--- src/include/host_bus_regs.svh ---
// Timing counts and reset values for the host local bus interface.
`ifndef HOST_BUS_REGS_SVH
`define HOST_BUS_REGS_SVH
`define CLAIM_WAIT_CYCLES 2'h2
`define PHASE_DIV_BITS 1
`define RESET_PULSE_CYCLES 8'h10
`define ADDR_A20_BIT 20
`define BYTE_EN_IDLE 4'hf
`endif

--- src/include/host_bus_pkg.sv ---
// Types for the host local bus interface.
package host_bus_pkg;
  typedef enum logic [5:0] {
    ST_IDLE = 6'h01,
    ST_CLAIM = 6'h02,
    ST_BACK = 6'h04,
    ST_READY = 6'h08,
    ST_MASTER = 6'h10,
    ST_RELEASE = 6'h20
  } bus_state_t;
endpackage : host_bus_pkg

--- src/core/pin_sync.sv ---
// Three-stage synchroniser for asynchronous pin inputs.
`timescale 1ns/10ps
module pin_sync #(
  parameter int W = 1,
  parameter logic [W-1:0] INIT = '0
) (
  input wire logic clock,
  input wire logic rst_n,
  input wire logic [W-1:0] pin,
  output logic [W-1:0] level
);
  logic [W-1:0] s1_q;
  logic [W-1:0] s2_q;
  logic [W-1:0] s3_q;
  // A change is accepted only once the second and third stages agree.
  always_ff @(posedge clock or negedge rst_n) begin
    if (!rst_n) begin
      s1_q <= INIT;
      s2_q <= INIT;
      s3_q <= INIT;
      level <= INIT;
    end else begin
      s1_q <= pin;
      s2_q <= s1_q;
      s3_q <= s2_q;
      if (s2_q == s3_q) begin
        level <= s3_q;
      end
    end
  end
endmodule : pin_sync

--- src/core/host_local_bus_interface.sv ---
// Host local bus slave, default target and temporary bus master.
// Operation
// - Address lines input, driven when mastering
// - Drive strobe only after lines stable
// - Drive byte enables when mastering
// - Single host clock, derived phase enable
// - Data passes over 16-bit data bus
// - No claim after two clocks: default target
// - Status sampled at strobe, driven mastering
// - Next-address pipelining request, then tri-state
// - Alternate mode: pin is external strobe
// - Ready-in inactive terminates the cycle
// - Ready pulse one clock, high, tri-state
// - Refresh out from timer, input mastering
// - Processor reset on four reset sources
// - Clamp forces address bit 20 low
// - Parity error raises NMI when unmasked
// - Hold request until master completes
`timescale 1ns/10ps
`include "host_bus_regs.svh"
module host_local_bus_interface
  import host_bus_pkg::*;
(
  input wire logic clock,
  input wire logic rst_n,
  input wire logic [26:0] host_addr_i,
  output logic [26:0] host_addr_o,
  output logic host_addr_oe,
  input wire logic host_addr_strobe_n_i,
  output logic host_addr_strobe_n_o,
  output logic host_addr_strobe_n_oe,
  input wire logic [3:0] host_byte_en_n_i,
  output logic [3:0] host_byte_en_n_o,
  output logic host_byte_en_n_oe,
  input wire logic [15:0] host_data_i,
  output logic [15:0] host_data_o,
  output logic host_data_oe,
  input wire logic [2:0] host_status_i,
  output logic [2:0] host_status_o,
  output logic host_status_oe,
  input wire logic host_hold_ack,
  output logic host_hold_req,
  input wire logic local_cycle_claim_n,
  output logic next_addr_req_n_o,
  output logic next_addr_req_n_oe,
  input wire logic alt_cpu_mode,
  input wire logic ready_in_n,
  output logic ready_out_n_o,
  output logic ready_out_n_oe,
  input wire logic refresh_req_n_i,
  output logic refresh_req_n_o,
  output logic refresh_req_n_oe,
  input wire logic timer1_refresh,
  output logic refresh_start,
  input wire logic sys_reset,
  input wire logic shutdown_det,
  input wire logic kbd_ctrl_reset,
  input wire logic fast_cpu_reset,
  output logic cpu_reset_out,
  input wire logic a20_clamp_n,
  input wire logic parity_err_n,
  input wire logic parity_mask_open,
  output logic nmi_out,
  input wire logic dma_req,
  input wire logic master_done,
  input wire logic [26:0] master_addr,
  input wire logic [3:0] master_byte_en_n,
  input wire logic [2:0] master_status,
  input wire logic [15:0] master_wdata,
  input wire logic back_done,
  input wire logic [15:0] back_rdata,
  output logic back_start,
  output logic [26:0] cycle_addr,
  output logic [2:0] cycle_status,
  output logic [15:0] cycle_wdata,
  output logic phase_en
);
  logic rs1_q;
  logic rs_q;
  logic [26:0] addr_s;
  logic ads_n_s;
  logic [3:0] ben_s;
  logic [2:0] stat_s;
  logic [15:0] data_s;
  logic hlda_s;
  logic claim_n_s;
  logic rdyi_n_s;
  logic refin_n_s;
  logic clamp_n_s;
  logic par_n_s;
  logic rdyi_prev_q;
  logic ref_prev_q;
  logic par_prev_q;
  logic [1:0] wait_q;
  logic [1:0] ready_ph_q;
  logic [1:0] na_ph_q;
  logic [1:0] ads_ph_q;
  logic [7:0] rst_cnt_q;
  logic cyc_write_q;
  bus_state_t state_q;

  // Reset is released through two flops so every process sees a clean edge.
  always_ff @(posedge clock or negedge rst_n) begin
    if (!rst_n) begin
      rs1_q <= 1'b0;
      rs_q <= 1'b0;
    end else begin
      rs1_q <= 1'b1;
      rs_q <= rs1_q;
    end
  end

  pin_sync #(.W(27), .INIT(27'h0)) u_addr (.clock(clock), .rst_n(rs_q), .pin(host_addr_i), .level(addr_s));
  pin_sync #(.W(4), .INIT(4'hf)) u_ben (.clock(clock), .rst_n(rs_q), .pin(host_byte_en_n_i), .level(ben_s));
  pin_sync #(.W(3), .INIT(3'h0)) u_stat (.clock(clock), .rst_n(rs_q), .pin(host_status_i), .level(stat_s));
  pin_sync #(.W(16), .INIT(16'h0)) u_data (.clock(clock), .rst_n(rs_q), .pin(host_data_i), .level(data_s));
  // Control pins reset to their idle levels, so no false edge or acknowledge follows reset.
  pin_sync #(.W(7), .INIT(7'h5f)) u_ctl (.clock(clock), .rst_n(rs_q),
    .pin({host_addr_strobe_n_i, host_hold_ack, local_cycle_claim_n, ready_in_n, refresh_req_n_i,
          a20_clamp_n, parity_err_n}),
    .level({ads_n_s, hlda_s, claim_n_s, rdyi_n_s, refin_n_s, clamp_n_s, par_n_s}));

  function automatic logic rise(input logic prev, input logic now);
    rise = !prev && now;
  endfunction : rise

  always_ff @(posedge clock or negedge rs_q) begin
    if (!rs_q) phase_en <= 1'b0;
    else phase_en <= ~phase_en;
  end

  always_ff @(posedge clock or negedge rs_q) begin
    if (!rs_q) begin
      rdyi_prev_q <= 1'b1;
      ref_prev_q <= 1'b1;
      par_prev_q <= 1'b1;
    end else begin
      rdyi_prev_q <= rdyi_n_s;
      ref_prev_q <= refin_n_s;
      par_prev_q <= par_n_s;
    end
  end

  // Cycle state machine: claim window, backplane, ready, and mastership.
  always_ff @(posedge clock or negedge rs_q) begin
    if (!rs_q) begin
      state_q <= ST_IDLE;
      wait_q <= 2'h0;
      back_start <= 1'b0;
      cycle_addr <= 27'h0;
      cycle_status <= 3'h0;
      cycle_wdata <= 16'h0;
      host_data_o <= 16'h0;
      cyc_write_q <= 1'b0;
      host_hold_req <= 1'b0;
    end else begin
      back_start <= 1'b0;
      case (state_q)
        ST_IDLE: begin
          if (dma_req) begin
            host_hold_req <= 1'b1;
            state_q <= ST_MASTER;
          end else if (!ads_n_s) begin
            cycle_status <= stat_s;
            cyc_write_q <= stat_s[0];
            cycle_addr <= clamp_n_s ? addr_s : (addr_s & ~(27'h1 << (`ADDR_A20_BIT - 2)));
            wait_q <= 2'h0;
            state_q <= ST_CLAIM;
          end
        end
        ST_CLAIM: begin
          if (!claim_n_s) begin
            state_q <= ST_IDLE;
          end else if (wait_q == `CLAIM_WAIT_CYCLES - 2'h1) begin
            back_start <= 1'b1;
            cycle_wdata <= data_s;
            state_q <= ST_BACK;
          end else begin
            wait_q <= wait_q + 2'h1;
          end
        end
        ST_BACK: begin
          if (back_done) begin
            if (!cyc_write_q) host_data_o <= back_rdata;
            state_q <= ST_READY;
          end
        end
        ST_READY: begin
          if (rise(rdyi_prev_q, rdyi_n_s) || ready_ph_q == 2'h2) state_q <= ST_IDLE;
        end
        ST_MASTER: begin
          if (master_done) begin
            state_q <= ST_RELEASE;
          end
        end
        ST_RELEASE: begin
          if (!host_addr_oe && !host_addr_strobe_n_oe) begin
            host_hold_req <= 1'b0;
            state_q <= ST_IDLE;
          end
        end
        default: state_q <= ST_IDLE;
      endcase
    end
  end

  always_ff @(posedge clock or negedge rs_q) begin
    if (!rs_q) host_data_oe <= 1'b0;
    else host_data_oe <= !cyc_write_q &&
      ((state_q == ST_BACK && back_done) || (state_q == ST_READY && ready_ph_q == 2'h1));
  end

  always_ff @(posedge clock or negedge rs_q) begin
    if (!rs_q) begin
      ready_ph_q <= 2'h0;
      ready_out_n_o <= 1'b1;
      ready_out_n_oe <= 1'b0;
    end else begin
      case (ready_ph_q)
        2'h0: if (state_q == ST_BACK && back_done) begin
          ready_ph_q <= 2'h1;
          ready_out_n_o <= 1'b0;
          ready_out_n_oe <= 1'b1;
        end
        2'h1: begin
          ready_ph_q <= 2'h2;
          ready_out_n_o <= 1'b1;
        end
        default: begin
          ready_ph_q <= 2'h0;
          ready_out_n_oe <= 1'b0;
        end
      endcase
    end
  end

  // next-address request; external strobe in alternate mode
  always_ff @(posedge clock or negedge rs_q) begin
    if (!rs_q) begin
      na_ph_q <= 2'h0;
      next_addr_req_n_o <= 1'b1;
      next_addr_req_n_oe <= 1'b0;
    end else begin
      case (na_ph_q)
        2'h0: if ((!alt_cpu_mode && state_q == ST_CLAIM && wait_q == 2'h1 && claim_n_s) ||
                  (alt_cpu_mode && ads_ph_q == 2'h1)) begin
          na_ph_q <= 2'h1;
          next_addr_req_n_o <= 1'b0;
          next_addr_req_n_oe <= 1'b1;
        end
        2'h1: begin
          na_ph_q <= 2'h2;
          next_addr_req_n_o <= 1'b1;
        end
        default: begin
          na_ph_q <= 2'h0;
          next_addr_req_n_oe <= 1'b0;
        end
      endcase
    end
  end

  always_ff @(posedge clock or negedge rs_q) begin
    if (!rs_q) begin
      host_addr_o <= 27'h0;
      host_byte_en_n_o <= `BYTE_EN_IDLE;
      host_status_o <= 3'h0;
      host_addr_oe <= 1'b0;
      host_byte_en_n_oe <= 1'b0;
      host_status_oe <= 1'b0;
    end else begin
      host_addr_oe <= state_q == ST_MASTER && hlda_s;
      host_byte_en_n_oe <= state_q == ST_MASTER && hlda_s;
      host_status_oe <= state_q == ST_MASTER && hlda_s;
      host_addr_o <= master_addr;
      host_byte_en_n_o <= master_byte_en_n;
      host_status_o <= master_status;
    end
  end

  // strobe one cycle after lines settle
  always_ff @(posedge clock or negedge rs_q) begin
    if (!rs_q) begin
      ads_ph_q <= 2'h0;
      host_addr_strobe_n_o <= 1'b1;
      host_addr_strobe_n_oe <= 1'b0;
    end else if (!(state_q == ST_MASTER && hlda_s)) begin
      ads_ph_q <= 2'h0;
      host_addr_strobe_n_o <= 1'b1;
      host_addr_strobe_n_oe <= 1'b0;
    end else begin
      host_addr_strobe_n_oe <= host_addr_oe;
      if (host_addr_oe && ads_ph_q == 2'h0) begin
        ads_ph_q <= 2'h1;
        host_addr_strobe_n_o <= 1'b0;
      end else begin
        if (ads_ph_q == 2'h1) ads_ph_q <= 2'h2;
        host_addr_strobe_n_o <= 1'b1;
      end
    end
  end

  // refresh driven from timer, input in master mode
  always_ff @(posedge clock or negedge rs_q) begin
    if (!rs_q) begin
      refresh_req_n_o <= 1'b1;
      refresh_req_n_oe <= 1'b1;
      refresh_start <= 1'b0;
    end else begin
      refresh_req_n_oe <= state_q != ST_MASTER;
      refresh_req_n_o <= !timer1_refresh;
      refresh_start <= (state_q == ST_MASTER) ? (ref_prev_q && !refin_n_s) : timer1_refresh;
    end
  end

  always_ff @(posedge clock or negedge rs_q) begin
    if (!rs_q) begin
      rst_cnt_q <= `RESET_PULSE_CYCLES;
      cpu_reset_out <= 1'b1;
    end else begin
      if (sys_reset || shutdown_det || kbd_ctrl_reset || fast_cpu_reset) rst_cnt_q <= `RESET_PULSE_CYCLES;
      else if (rst_cnt_q != 8'h0) rst_cnt_q <= rst_cnt_q - 8'h1;
      cpu_reset_out <= sys_reset || shutdown_det || kbd_ctrl_reset || fast_cpu_reset || rst_cnt_q != 8'h0;
    end
  end

  // parity error to NMI; sticky until the mask closes, set wins.
  always_ff @(posedge clock or negedge rs_q) begin
    if (!rs_q) nmi_out <= 1'b0;
    else if (par_prev_q && !par_n_s && parity_mask_open) nmi_out <= 1'b1;
    else if (!parity_mask_open) nmi_out <= 1'b0;
  end
endmodule : host_local_bus_interface

--- config.mk ---
export PLATFORM = sky130hd
export DESIGN_NAME = host_local_bus_interface
export DESIGN_NICKNAME = d
export VERILOG_FILES = /design/src/include/host_bus_pkg.sv /design/src/core/pin_sync.sv /design/src/core/host_local_bus_interface.sv
export VERILOG_INCLUDE_DIRS = /design/src /design/src/include
export SDC_FILE = /design/constraint.sdc
export NUM_CORES = 1
export LEC_CHECK = 0
export CAP_MARGIN = 5
export CELL_PAD_IN_SITES_DETAIL_PLACEMENT = 1
export CELL_PAD_IN_SITES_GLOBAL_PLACEMENT = 2
export CORE_ASPECT_RATIO = 0.5
export CORE_MARGIN = 4
export CORE_UTILIZATION = 40
export DETAILED_ROUTE_END_ITERATION = 8
export DONT_BUFFER_PORTS = 1
export GPL_ROUTABILITY_DRIVEN = 1
export PLACE_DENSITY_LB_ADDON = 0.1
export SYNTH_ARGS = -nofsm -noshare
export SYNTH_HDL_FRONTEND = slang
export SYNTH_SLANG_ARGS = --single-unit
--- constraint.sdc ---
create_clock -name clock -period 10 [get_ports clock]
set_input_delay 2 -clock clock [delete_from_list [all_inputs] [get_ports clock]]
set_output_delay 2 -clock clock [all_outputs]
set_load 0.005 [all_outputs]
# [Word-level counts from Yosys, hierarchy flattened]
# Cells that the tools add are included.
[op_classes] addsub=2 n_bitwise=6 mux=44 eq_ne=31 n_reduce_logical=48
[op_table] op="two-way mux 6 bit" n=8
[op_table] op="case mux 6 bit (6 select lines)" n=1
[op_table] op="== test 27 bit" n=1
[op_table] op="!= test 2 bit, second input constant" n=10
[op_table] op="two-way mux 19 bit" n=1
[op_table] op="two-way mux 2 bit" n=9
[op_table] op="== test 16 bit" n=1
[op_table] op="two-way mux 8 bit" n=2
[op_table] op="two-way mux 1 bit" n=15
[op_table] op="logical AND 1 bit" n=14
[op_table] op="case mux 2 bit (2 select lines)" n=3
[op_table] op="AND reduction 3 bit" n=4
[op_table] op="case mux 1 bit (2 select lines)" n=5
[op_table] op="nonzero test 2 bit" n=5
[op_table] op="== test 2 x 1 -> 1 bit, second input constant" n=4
[op_table] op="zero test 1 bit" n=8
[op_table] op="AND reduction 2 bit" n=4
[op_table] op="nonzero test 8 bit" n=1
[op_table] op="subtractor 8 x 1 -> 8 bit, second input constant" n=1
[op_table] op="== test 7 bit" n=1
[op_table] op="logical OR 1 bit" n=7
[op_table] op="== test 6 x 1 -> 1 bit, second input constant" n=1
[op_table] op="== test 6 x 2 -> 1 bit, second input constant" n=1
[op_table] op="== test 6 x 3 -> 1 bit, second input constant" n=1
[op_table] op="14 further kinds" n=23
[totals] in_bits=135 out_inout_bits=114 register_bits=352 word_cells=182

# [Depth between registers and ports, before layout]
# Gate-level depths: netlist of run 1.
[depth] depth_word=7 ltp_mapped=8 depth_no_buf=7

# [Hierarchy]
# From an unflattened synthesis of run 1, not the netlist that was laid out.
[unflattened] cells_unflattened=678 hier_area_um2=11726.2
[by_module_without_submodules] module="host_local_bus_interface" instances=1 cells_per_inst=337 area_per_inst_um2=5089.9 seq_area_each_um2=3497.1
[by_module_without_submodules] module="pin_sync (u_addr)" instances=1 cells_per_inst=173 area_per_inst_um2=3345.7 seq_area_each_um2=2702.6
[by_module_without_submodules] module="pin_sync (u_data)" instances=1 cells_per_inst=102 area_per_inst_um2=2014.4 seq_area_each_um2=1601.5
[by_module_without_submodules] module="pin_sync (u_ctl)" instances=1 cells_per_inst=44 area_per_inst_um2=895.9 seq_area_each_um2=730.7
[by_module_without_submodules] module="pin_sync (u_stat)" instances=1 cells_per_inst=22 area_per_inst_um2=380.4 seq_area_each_um2=300.3

# [Worst setup path before layout of run 1]
# No wires, ideal clock.
[synth_timing] path_kind="input-to-reg" startpoint="input dma_req" endpoint="register cycle_addr[0]" arrival_ns=3.073 path_stages=6 setup_ns=0.125 path_slack_ns=6.802 required_ns=9.875 n_path_buf=2 cell_sequence="nor3b_1 -> and2_1 -> nor2b_1 -> buf_4 -> buf_6 -> mux2_2"
[synth_via] elab_chain_len=2
[synth_lines] item="start: declaration" line="host_local_bus_interface.sv:64" text="input wire logic dma_req,"
[synth_lines] item="NOT 1 bit (no line)"
[synth_lines] item="AND reduction 3 bit (no line)"
[synth_lines] item="end signal: assignment" line="host_local_bus_interface.sv:166" text="cycle_addr <= clamp_n_s ? addr_s : (addr_s & ~(27'h1 << (`ADDR_A20_BIT - 2)));"
[synth_lines] item="end: declaration" line="host_local_bus_interface.sv:73" text="output logic [26:0] cycle_addr,"
# No other way between the ends.
# A chain may end at the register's enable or synchronous reset.

# [Worst setup path after layout of run 1]
[layout_timing] startpoint="input dma_req" endpoint="register cycle_addr[11]"
# The elaborated chain is that of the path after synthesis.

==> results of run 1 <==
-- kinds of logic after synthesis --
family / synth area share
DFF: 0.7565
muxes: 0.1163
and+or+nand+nor: 0.05123
xor gates and xnor gates: 0.04276
AOI/OAI and AO/OA: 0.01565
buffers and inverters: 0.01404
adders and majority gates: 0.003215
other: 0.0003212
-- power by group through the flow --
stage | Combinational, mW | Clock, mW | Sequential, mW
after detailed placement | 0.175 | 0 | 1.62
after global placement | 0.169 | 0 | 1.61
after global routing | 0.193 | 1.31 | 1.60
after floorplan | 0.134 | 0 | 1.60
final | 0.168 | 1.19 | 1.59
after CTS | 0.175 | 1.24 | 1.59
-- per-stage QoR --
step	cells	total power [mW]	hold WS (ns)	setup WS (ns)	area (um2)
2_1_floorplan	681	1.739	0.3311	4.302	11680
3_3_place_gp	1053	1.782	0.3329	6.117	12080
3_5_place_dp	1053	1.790	0.3363	6.018	12080
4_1_cts	1111	3.004	0.3479	6.665	13100
5_1_grt	1111	3.096	0.3532	6.563	13100
6_report	1111	2.943	0.3471	6.687	13100
-- flip-flops by register name, indices dropped and copies added (netlist names), 16 cells and up --
register,cells
cycle_addr,27
host_addr_o,27
u_addr.level,27
u_addr.s1_q,27
u_addr.s2_q,27
u_addr.s3_q,27
cycle_wdata,16
host_data_o,16
u_data.level,16
u_data.s1_q,16
u_data.s2_q,16
u_data.s3_q,16
-- worst max-delay path: stages --
cell and delay, ns:
nor3b_1 0.22, and2_1 0.19, nor2b_4 0.89, mux2_2 0.43
-- cell usage in the layout, fill, tap and decap left out, drive strengths merged, types with 2 or more instances in the layout --
cell        n
a21oi       8
and3        3
buf         4
bufinv      2
clkbuf     49
clkinv      3
clkinvlp    3
dfrtp     312
dfstp      39
ha          3
inv        14
mux2      113
nand2      18
nand2b      5
nand3       4
nand3b      3
nand4       8
nand4b      4
nor2       21
nor2b       5
nor3        2
nor3b       3
nor4       13
o2111ai     2
o21ai      11
o31ai       3
or3         4
or4         2
xnor2      21
xor2       36
-- area by class of cell --
class	count	area, um2
timing repair buffer	4	30.03
fill	2709	15090
clock inverter	9	116.4
clock buffer	49	903.4
sequential	351	8836
tap	382	478.0
inverter	13	48.80
multi-input combinational	303	2686
-- layer usage --
layer / vias up / wire length [um]
met5: - / 0
met4: 0 / 390
met3: 35 / 1108
met2: 94 / 11020
met1: 2858 / 9009
li1: 2362 / -
-- final timing paths --
kind / start / endpoint / slack, ns / cells after the start
max: dma_req / cycle_addr[11] / 6.69 / 4
min: u_addr.s1_q[17] / u_addr.s2_q[17] / 0.35 / 0
max reg2reg: rs_q / cycle_wdata[6] / 7.18 / 2
min reg2reg: u_addr.s1_q[17] / u_addr.s2_q[17] / 0.35 / 0
max in group asynchronous: rs_q / cycle_wdata[6] / 7.18 / 2
min in group asynchronous: rs_q / host_addr_o[24] / 0.42 / 0
==> results_dict.tcl, run 1 <==
set metrics [dict create \
    criticalPathCategory "in -> reg" \
    synth_top_area_frac 0.6687 \
    port_buffers 0 \
    grt_pass1_wl_um 35050 \
    vias 5349 \
    min_period_ns 3.313 \
    drc_errors 0 \
    tightest_slew_ns 1.105 \
    syn_nets 819 \
    cp_max_fo 33 \
    grt_overflow 0 \
    ctsResizeCount 0 \
    grt.total_usage 0.1369 \
    ys_types 48 \
    gp_congestion 0.7437 \
    antenna_found_initial 1 \
    cts_made_buffers 31 \
    yosys.area.top_type "dfrtp_1" \
    clk_pin_slew_ns 0.07 \
    clockRootBuffer "clkbuf_16" \
    pin_count 249 \
    core-area_mm2 0.02819 \
    area_growth_pct 12.20 \
    cts_buffer_depth 3 \
    grt.busiest_layer "met2" \
    maxCapViolCount 0 \
    seq_area_frac_synth 0.7565 \
    grt_max_degree 81 \
    diodes 0 \
    postLayoutCoreUtil 0.4646 \
    drt_iter0_markers 162 \
    p_leak_nw 6.108 \
    cts_num_sinks 351 \
    ant_nets 0 \
    post_drt_wl_per_cell_um 19.38 \
    required_ns 10.45 \
    maxSlewHeadroom 0.2619 \
    min_path_type "reg -> reg" \
    die_h_um 128.8 \
    critical_path_arrival_ns 3.76 \
    avgSynthCellArea_um2 17.14 \
    yosys_warnings 0 \
    outcome "finished, final reports clean" \
    dp_hpwl_um 14340 \
    finalWirelength_um 21530 \
    power_frac_seq 0.539 \
    ir_drop_v 0.0001300 \
    comb_power_share 0.057 \
    num_rows 43 \
    synthTopCellsByCount "dfrtp_1 (312), mux2_2 (89), dfstp_2 (39)" \
    grt.met3_usage 0.03979 \
    first_pass_iters 4 \
    setup_viol 0 \
    initial_core_util 0.4141 \
    synthCells 681 \
    drive_gt1_frac 0.2867 \
    htreeDepth 1 \
    synth_ff_type "dfrtp_1" \
    final-max-slew-violation-count 0 \
    sw_frac_of_total 0.2313 \
    min_period_over_period 0.3313 \
    clock_latency_ns 0.57 \
    rsz0062_at_grt "false" \
    grt_pass1_vias 6093 \
    post_cts_buffers 0 \
    end_kind "flip-flop" \
    synth-edff-count 0 \
    yosysMostFrequentCell "dfrtp_1" \
    finalNetCount 842 \
    final-hold-violation-count 0 \
    die_x_um 249.6 \
    dieArea_mm2 0.03215 \
    cts_tree "built" \
    syn_area_mm2 0.01167 \
    cp-start-kind "input port" \
    intPower_mw 2.262 \
    tns_ns 0 \
    use_met2 0.2396 \
    synth-seq-cells 351 \
    synthArstFlopShare 1.000 \
    max_freq_ghz 0.3018 \
    power_density_mw_per_mm2 224.6 \
    ctsHoldBuffers 0 \
    clockPowerShare 0.404 \
    p_switching_mw 0.6806 \
    synth.area.top_cells "dfrtp_1 (67%), dfstp_2 (8.8%), mux2_2 (8.6%), xor2_1 (2.7%), mux2_4 (2.6%)" \
    routed_via_density 4.815 \
    clock-skew-final_ns 0.009538 \
    grt.met1_usage 0.1733 \
]
Power figures use the tool's default switching activity.
==> run 2, diff against run 1 <==
--- a/config.mk
+++ b/config.mk
@@ -11,7 +11,7 @@
 export CELL_PAD_IN_SITES_GLOBAL_PLACEMENT = 2
 export CORE_ASPECT_RATIO = 0.5
 export CORE_MARGIN = 4
-export CORE_UTILIZATION = 40
+export CORE_UTILIZATION = 44
 export DETAILED_ROUTE_END_ITERATION = 8
 export DONT_BUFFER_PORTS = 1
 export GPL_ROUTABILITY_DRIVEN = 1
==> constraint.sdc (replaced) <==
create_clock -name clock -period 3.4 [get_ports clock]
set_input_delay 0.68 -clock clock [delete_from_list [all_inputs] [get_ports clock]]
set_output_delay 0.68 -clock clock [all_outputs]
set_load 0.005 [all_outputs]
==> run 2 against run 1 <==
  * Sequential power increased to 2.9 times the previous value
  * First-iteration DRC count increased by 63%
  * Clock-buffer cell count decreased by 8
  * Via count decreased by 0.36%
  * Sequential share of layout area decreased by 0.49 points
  * Global-route usage increased by 0.72 points
  * Final area increased by 0.73%
  * Total power increased to 3.0 times the previous value
  * Critical path type is now reg -> reg
  * Largest power group unchanged
==> results_dict.tcl, run 2 (synthesis gave the netlist of run 1 again) <==
set metrics [dict create \
    cp-start-kind "flip-flop" \
    port_buffers 0 \
    worstHoldEndpoint "u_ctl.s1_q[4]" \
    power_density_mw_per_mm2 671.8 \
    pin_count 249 \
    whs_path_depth 0 \
    max_freq_ghz 0.4410 \
    grt_pass1_vias 5923 \
    die_h_um 123.2 \
    required_ns 3.85 \
    area_growth_pct 13.01 \
    finalNetCount 847 \
    min_period_over_period 0.6669 \
    setup_viol 0 \
    clk_pin_slew_ns 0.07 \
    dp_hpwl_um 14070 \
    power_mw 8.863 \
    ant_nets 0 \
    mostFrequentLayoutCells "dfrtp_1 (311), mux2_2 (89), dfstp_2 (39)" \
    drt_iter0_markers 264 \
    min_period_ns 2.267 \
    htreeDepth 1 \
    min_path_type "in -> reg" \
    die_x_um 238.4 \
    final-hold-violation-count 0 \
    grt.total_usage 0.1442 \
    r2r-start "u_addr.s3_q[10]" \
    cp_max_fo 18 \
    worst-r2r-cell-count 6 \
    grt_overflow 0 \
    final_common_cell "dfrtp_1" \
    post_drt_wl_per_cell_um 19.24 \
    clockRootBuffer "clkbuf_16" \
    num_rows 41 \
    reg2reg_to "u_addr.level[21]" \
    vias 5330 \
    ir_drop_v 0.0003857 \
    outcome "finished, final reports clean" \
    p_leak_nw 6.202 \
    grt.busiest_layer "met2" \
    tns_ns 0 \
    grt_max_degree 126 \
    grt.met1_usage 0.1846 \
    placed_area_mm2 0.01209 \
    gp_congestion 0.7352 \
    cts_made_buffers 30 \
    first_pass_iters 4 \
    use_met2 0.2391 \
    core-area_mm2 0.02565 \
    clock-skew-final_ns 0.02220 \
    drive_gt1_frac 0.3029 \
    fin_area_mm2 0.01319 \
    grt.met3_usage 0.05304 \
    rsz0062_at_grt "false" \
    antenna_found_initial 2 \
    critical_path_arrival_ns 2.71 \
    cts_tree "built" \
    maxSlewHeadroom 0.5385 \
    grt_pass1_wl_um 33390 \
    dieArea_mm2 0.02936 \
    initial_core_util 0.4552 \
    min_from "local_cycle_claim_n" \
    drc_errors 0 \
    cts_num_sinks 351 \
    worst-r2r-setup-slack_ns 1.13 \
    final-max-slew-violation-count 0 \
    criticalPathCategory "reg -> reg" \
    cts_buffer_depth 3 \
    finalWirelength_um 20740 \
    tightest_slew_ns 0.6923 \
    holdWs_ns 0.1086 \
    end_kind "flip-flop" \
    maxCapViolCount 0 \
    clock_latency_ns 0.56 \
    routed_via_density 4.944 \
]
-- run 2: what timing repair did --
item,CTS,global route
setup buffers,0,0
gates resized for setup,0,0
hold buffers,1,0
hold endpoints to repair,2,0
-- run 2: critical path: stages (launching register included) --
cell and delay [ns]:
dfrtp_1 0.39, xnor2_1 0.18, nand4_1 0.16, nor4_2 0.43, nand4_4 0.30, buf_4 0.35, mux2_4 0.33
-- run 2: final cells by class --
cell class                      count  area (um2)
Fill cell                        2377       12460
Sequential cell                   351        8836
Multi-Input combinational cell    303        2686
Clock buffer                       41       872.1
Tap cell                          344       430.4
Clock inverter                     15       215.2
Timing Repair Buffer               10       102.6
Inverter                           13       48.80
Antenna cell                        1       2.502
-- run 2: metrics by stage --
| stage | setup slack [ns] | utilization | cells |
|---|---|---|---|
| floorplan | -0.04574 | - | 681 |
| global placement | 1.035 | 0.4715 | 1020 |
| detailed placement | 1.009 | 0.4715 | 1020 |
| CTS | 0.9998 | 0.5143 | 1077 |
| global route | 0.9535 | 0.5143 | 1077 |
| finish | 1.133 | 0.5144 | 1078 |
-- run 2: where the power goes --
group	internal (mW)	switching [mW]
Clock	2.18	1.51
Combinational	0.231	0.282
Sequential	4.45	0.216
Total	6.86	2.00
-- run 2: worst max path at each step --
stage / from / to / slack [ns]
6_report: u_addr.s3_q[10] / u_addr.level[21] / 1.13
3_3_place_gp: u_addr.s3_q[10] / u_addr.level[14] / 1.04
5_1_grt: u_addr.s3_q[10] / u_addr.level[21] / 0.95
4_1_cts: u_addr.s3_q[10] / u_addr.level[21] / 1.0
2_1_floorplan: rs_q / ads_ph_q[0] / -0.05
3_5_place_dp: u_addr.s3_q[10] / u_addr.level[21] / 1.01
-- run 2: routing by layer --
| layer | up-vias | part of all wire | wire, um |
|---|---|---|---|
| met4 | 0 | 0.021 | 428 |
| met3 | 39 | 0.073 | 1517 |
| met5 | - | 0 | 0 |
| li1 | 2369 | - | - |
| met2 | 129 | 0.49 | 10080 |
| met1 | 2793 | 0.42 | 8719 |
==> run 3, diff against run 2 <==
==> constraint.sdc (replaced) <==
create_clock -name clock -period 2.1 [get_ports clock]
set_input_delay 0.42 -clock clock [delete_from_list [all_inputs] [get_ports clock]]
set_output_delay 0.42 -clock clock [all_outputs]
set_load 0.005 [all_outputs]
==> run 3 against run 2 <==
  * Register-to-register slack lost 1.0 ns
  * Critical path depth up 1
  * Final cell count increased by 11%
  * Core utilization up 4.6 points
  * Largest power group unchanged
==> results_dict.tcl, run 3 (synthesis gave the netlist of run 1 again) <==
set metrics [dict create \
    outcome "finished, final reports clean" \
    required_ns 2.54 \
    finalWirelength_um 23650 \
    p_leak_nw 6.704 \
    diodes 0 \
    cts_made_buffers 31 \
    criticalPathCategory "reg -> reg" \
    first_pass_iters 4 \
    clockRootBuffer "clkbuf_16" \
    final-max-slew-violation-count 0 \
    dieArea_mm2 0.02936 \
    finalNetCount 967 \
    grt_overflow 0 \
    clock_latency_ns 0.56 \
    maxCapViolCount 0 \
    final-hold-violation-count 0 \
    vias 5869 \
    routed_via_density 4.907 \
    dp_hpwl_um 14260 \
    post_drt_wl_per_cell_um 19.77 \
    antenna_found_initial 1 \
    ant_nets 0 \
    final_common_cell "dfrtp_1" \
    whs_path_depth 3 \
    cp_max_fo 18 \
    cts_buffer_depth 3 \
    worstHoldEndpoint "state_q[4]" \
    grt_pass1_wl_um 38540 \
    htreeDepth 1 \
    setup_viol 0 \
    die_h_um 123.2 \
    tightest_slew_ns 0.4879 \
    worst-r2r-setup-slack_ns 0.11 \
    core-area_mm2 0.02565 \
    cts_num_sinks 351 \
    pin_count 249 \
    grt_pass1_vias 6876 \
    area_growth_pct 23.19 \
    clk_pin_slew_ns 0.07 \
    grt.total_usage 0.1662 \
    rsz0062_at_grt "false" \
    critical_path_arrival_ns 2.43 \
    min_period_ns 1.988 \
    initial_core_util 0.4552 \
    cp-start-kind "flip-flop" \
    mostFrequentLayoutCells "dfrtp_1 (311), dlygate4sd3_1 (107), mux2_2 (89)" \
    holdWs_ns 0.07887 \
    grt_max_degree 81 \
    min_period_over_period 0.9467 \
    maxSlewHeadroom 0.6717 \
    worst-r2r-cell-count 7 \
    r2r-start "u_addr.s3_q[12]" \
    power_density_mw_per_mm2 992.2 \
    max_freq_ghz 0.5030 \
    cts_tree "built" \
    drc_errors 0 \
    ir_drop_v 0.0007414 \
    min_from "master_done" \
    drive_gt1_frac 0.2735 \
    min_path_type "in -> reg" \
    port_buffers 0 \
    drt_iter0_markers 244 \
    gp_congestion 0.7536 \
    reg2reg_to "u_addr.level[19]" \
    num_rows 41 \
    die_x_um 238.4 \
    end_kind "flip-flop" \
    power_mw 14.27 \
    clock-skew-final_ns 0.01640 \
]
-- run 3: changes by cell type in the layout (fill, tap and decap cells not counted), sizes merged --
cell	delta
dlygate4sd3	+106
buf	+13
bufinv	-3
clkinvlp	+2
clkbuf	+1
clkinv	-1
diode	-1
inv	+1
-- run 3: per-layer routing --
metal  track usage  vias up  wire length [um]
met2        0.2929      131             12190
met1        0.2033     3085              9403
met4       0.04057        0               543
met3       0.05126       43              1507
li1              -     2610                 -
met5             0        -                 0
-- run 3: metrics by stage --
stage	cell area [um2]	setup TNS (ns)	worst slack (ns)	std cells	util
5_1_grt	14380	0	0.004975	1196	0.5607
3_5_place_dp	12290	0	0.1108	1033	0.4792
3_3_place_gp	12290	0	0.1201	1033	0.4792
2_1_floorplan	11680	-437.76	-1.346	681	-
6_report	14380	0	0.1119	1196	0.5607
4_1_cts	14370	0	0.07823	1196	0.5602
-- run 3: power by group --
part           switching [mW]  internal, mW  total, mW  leakage, nW
clock                    2.48          3.15       5.63        0.496
combinational           0.514         0.568       1.08         1.86
sequential              0.358          7.20       7.56         4.34
total                    3.35          10.9       14.3         6.70
-- run 3: area by class of cell --
type | instances | area, um2
clock buffer | 42 | 867.1
clock inverter | 14 | 138.9
fill | 2335 | 11270
inverter | 13 | 48.80
multi-input combinational | 303 | 2700
sequential | 351 | 8836
tap | 344 | 430.4
timing repair buffer | 129 | 1361
-- run 3: repair_timing --
item / CTS / global route
resized for setup: 0 / 2
buffers inserted: 0 / 0
setup endpoints to repair: 0 / 29
hold endpoints to repair: 108 / 0
hold buffers: 107 / 0
-- run 3: worst max-delay path by stage --
stage | slack [ns] | startpoint | end | depth (start not counted)
5_1_grt | 0.005 | state_q[1] | host_data_o[15] | 5
2_1_floorplan | -1.35 | rs_q | ads_ph_q[0] | 0
3_3_place_gp | 0.12 | state_q[4] | cycle_addr[15] | 5
4_1_cts | 0.08 | state_q[4] | cycle_addr[11] | 5
3_5_place_dp | 0.11 | state_q[0] | cycle_addr[15] | 5
6_report | 0.11 | u_addr.s3_q[12] | u_addr.level[19] | 7
-- run 3: worst max-delay path, cell delays in order (launching register included) --
cell,delay (ns)
dfrtp_1,0.40
xnor2_1,0.20
nand4_1,0.18
nor4_2,0.30
buf_4,0.16
nand4_4,0.10
buf_12,0.22
mux2_4,0.31
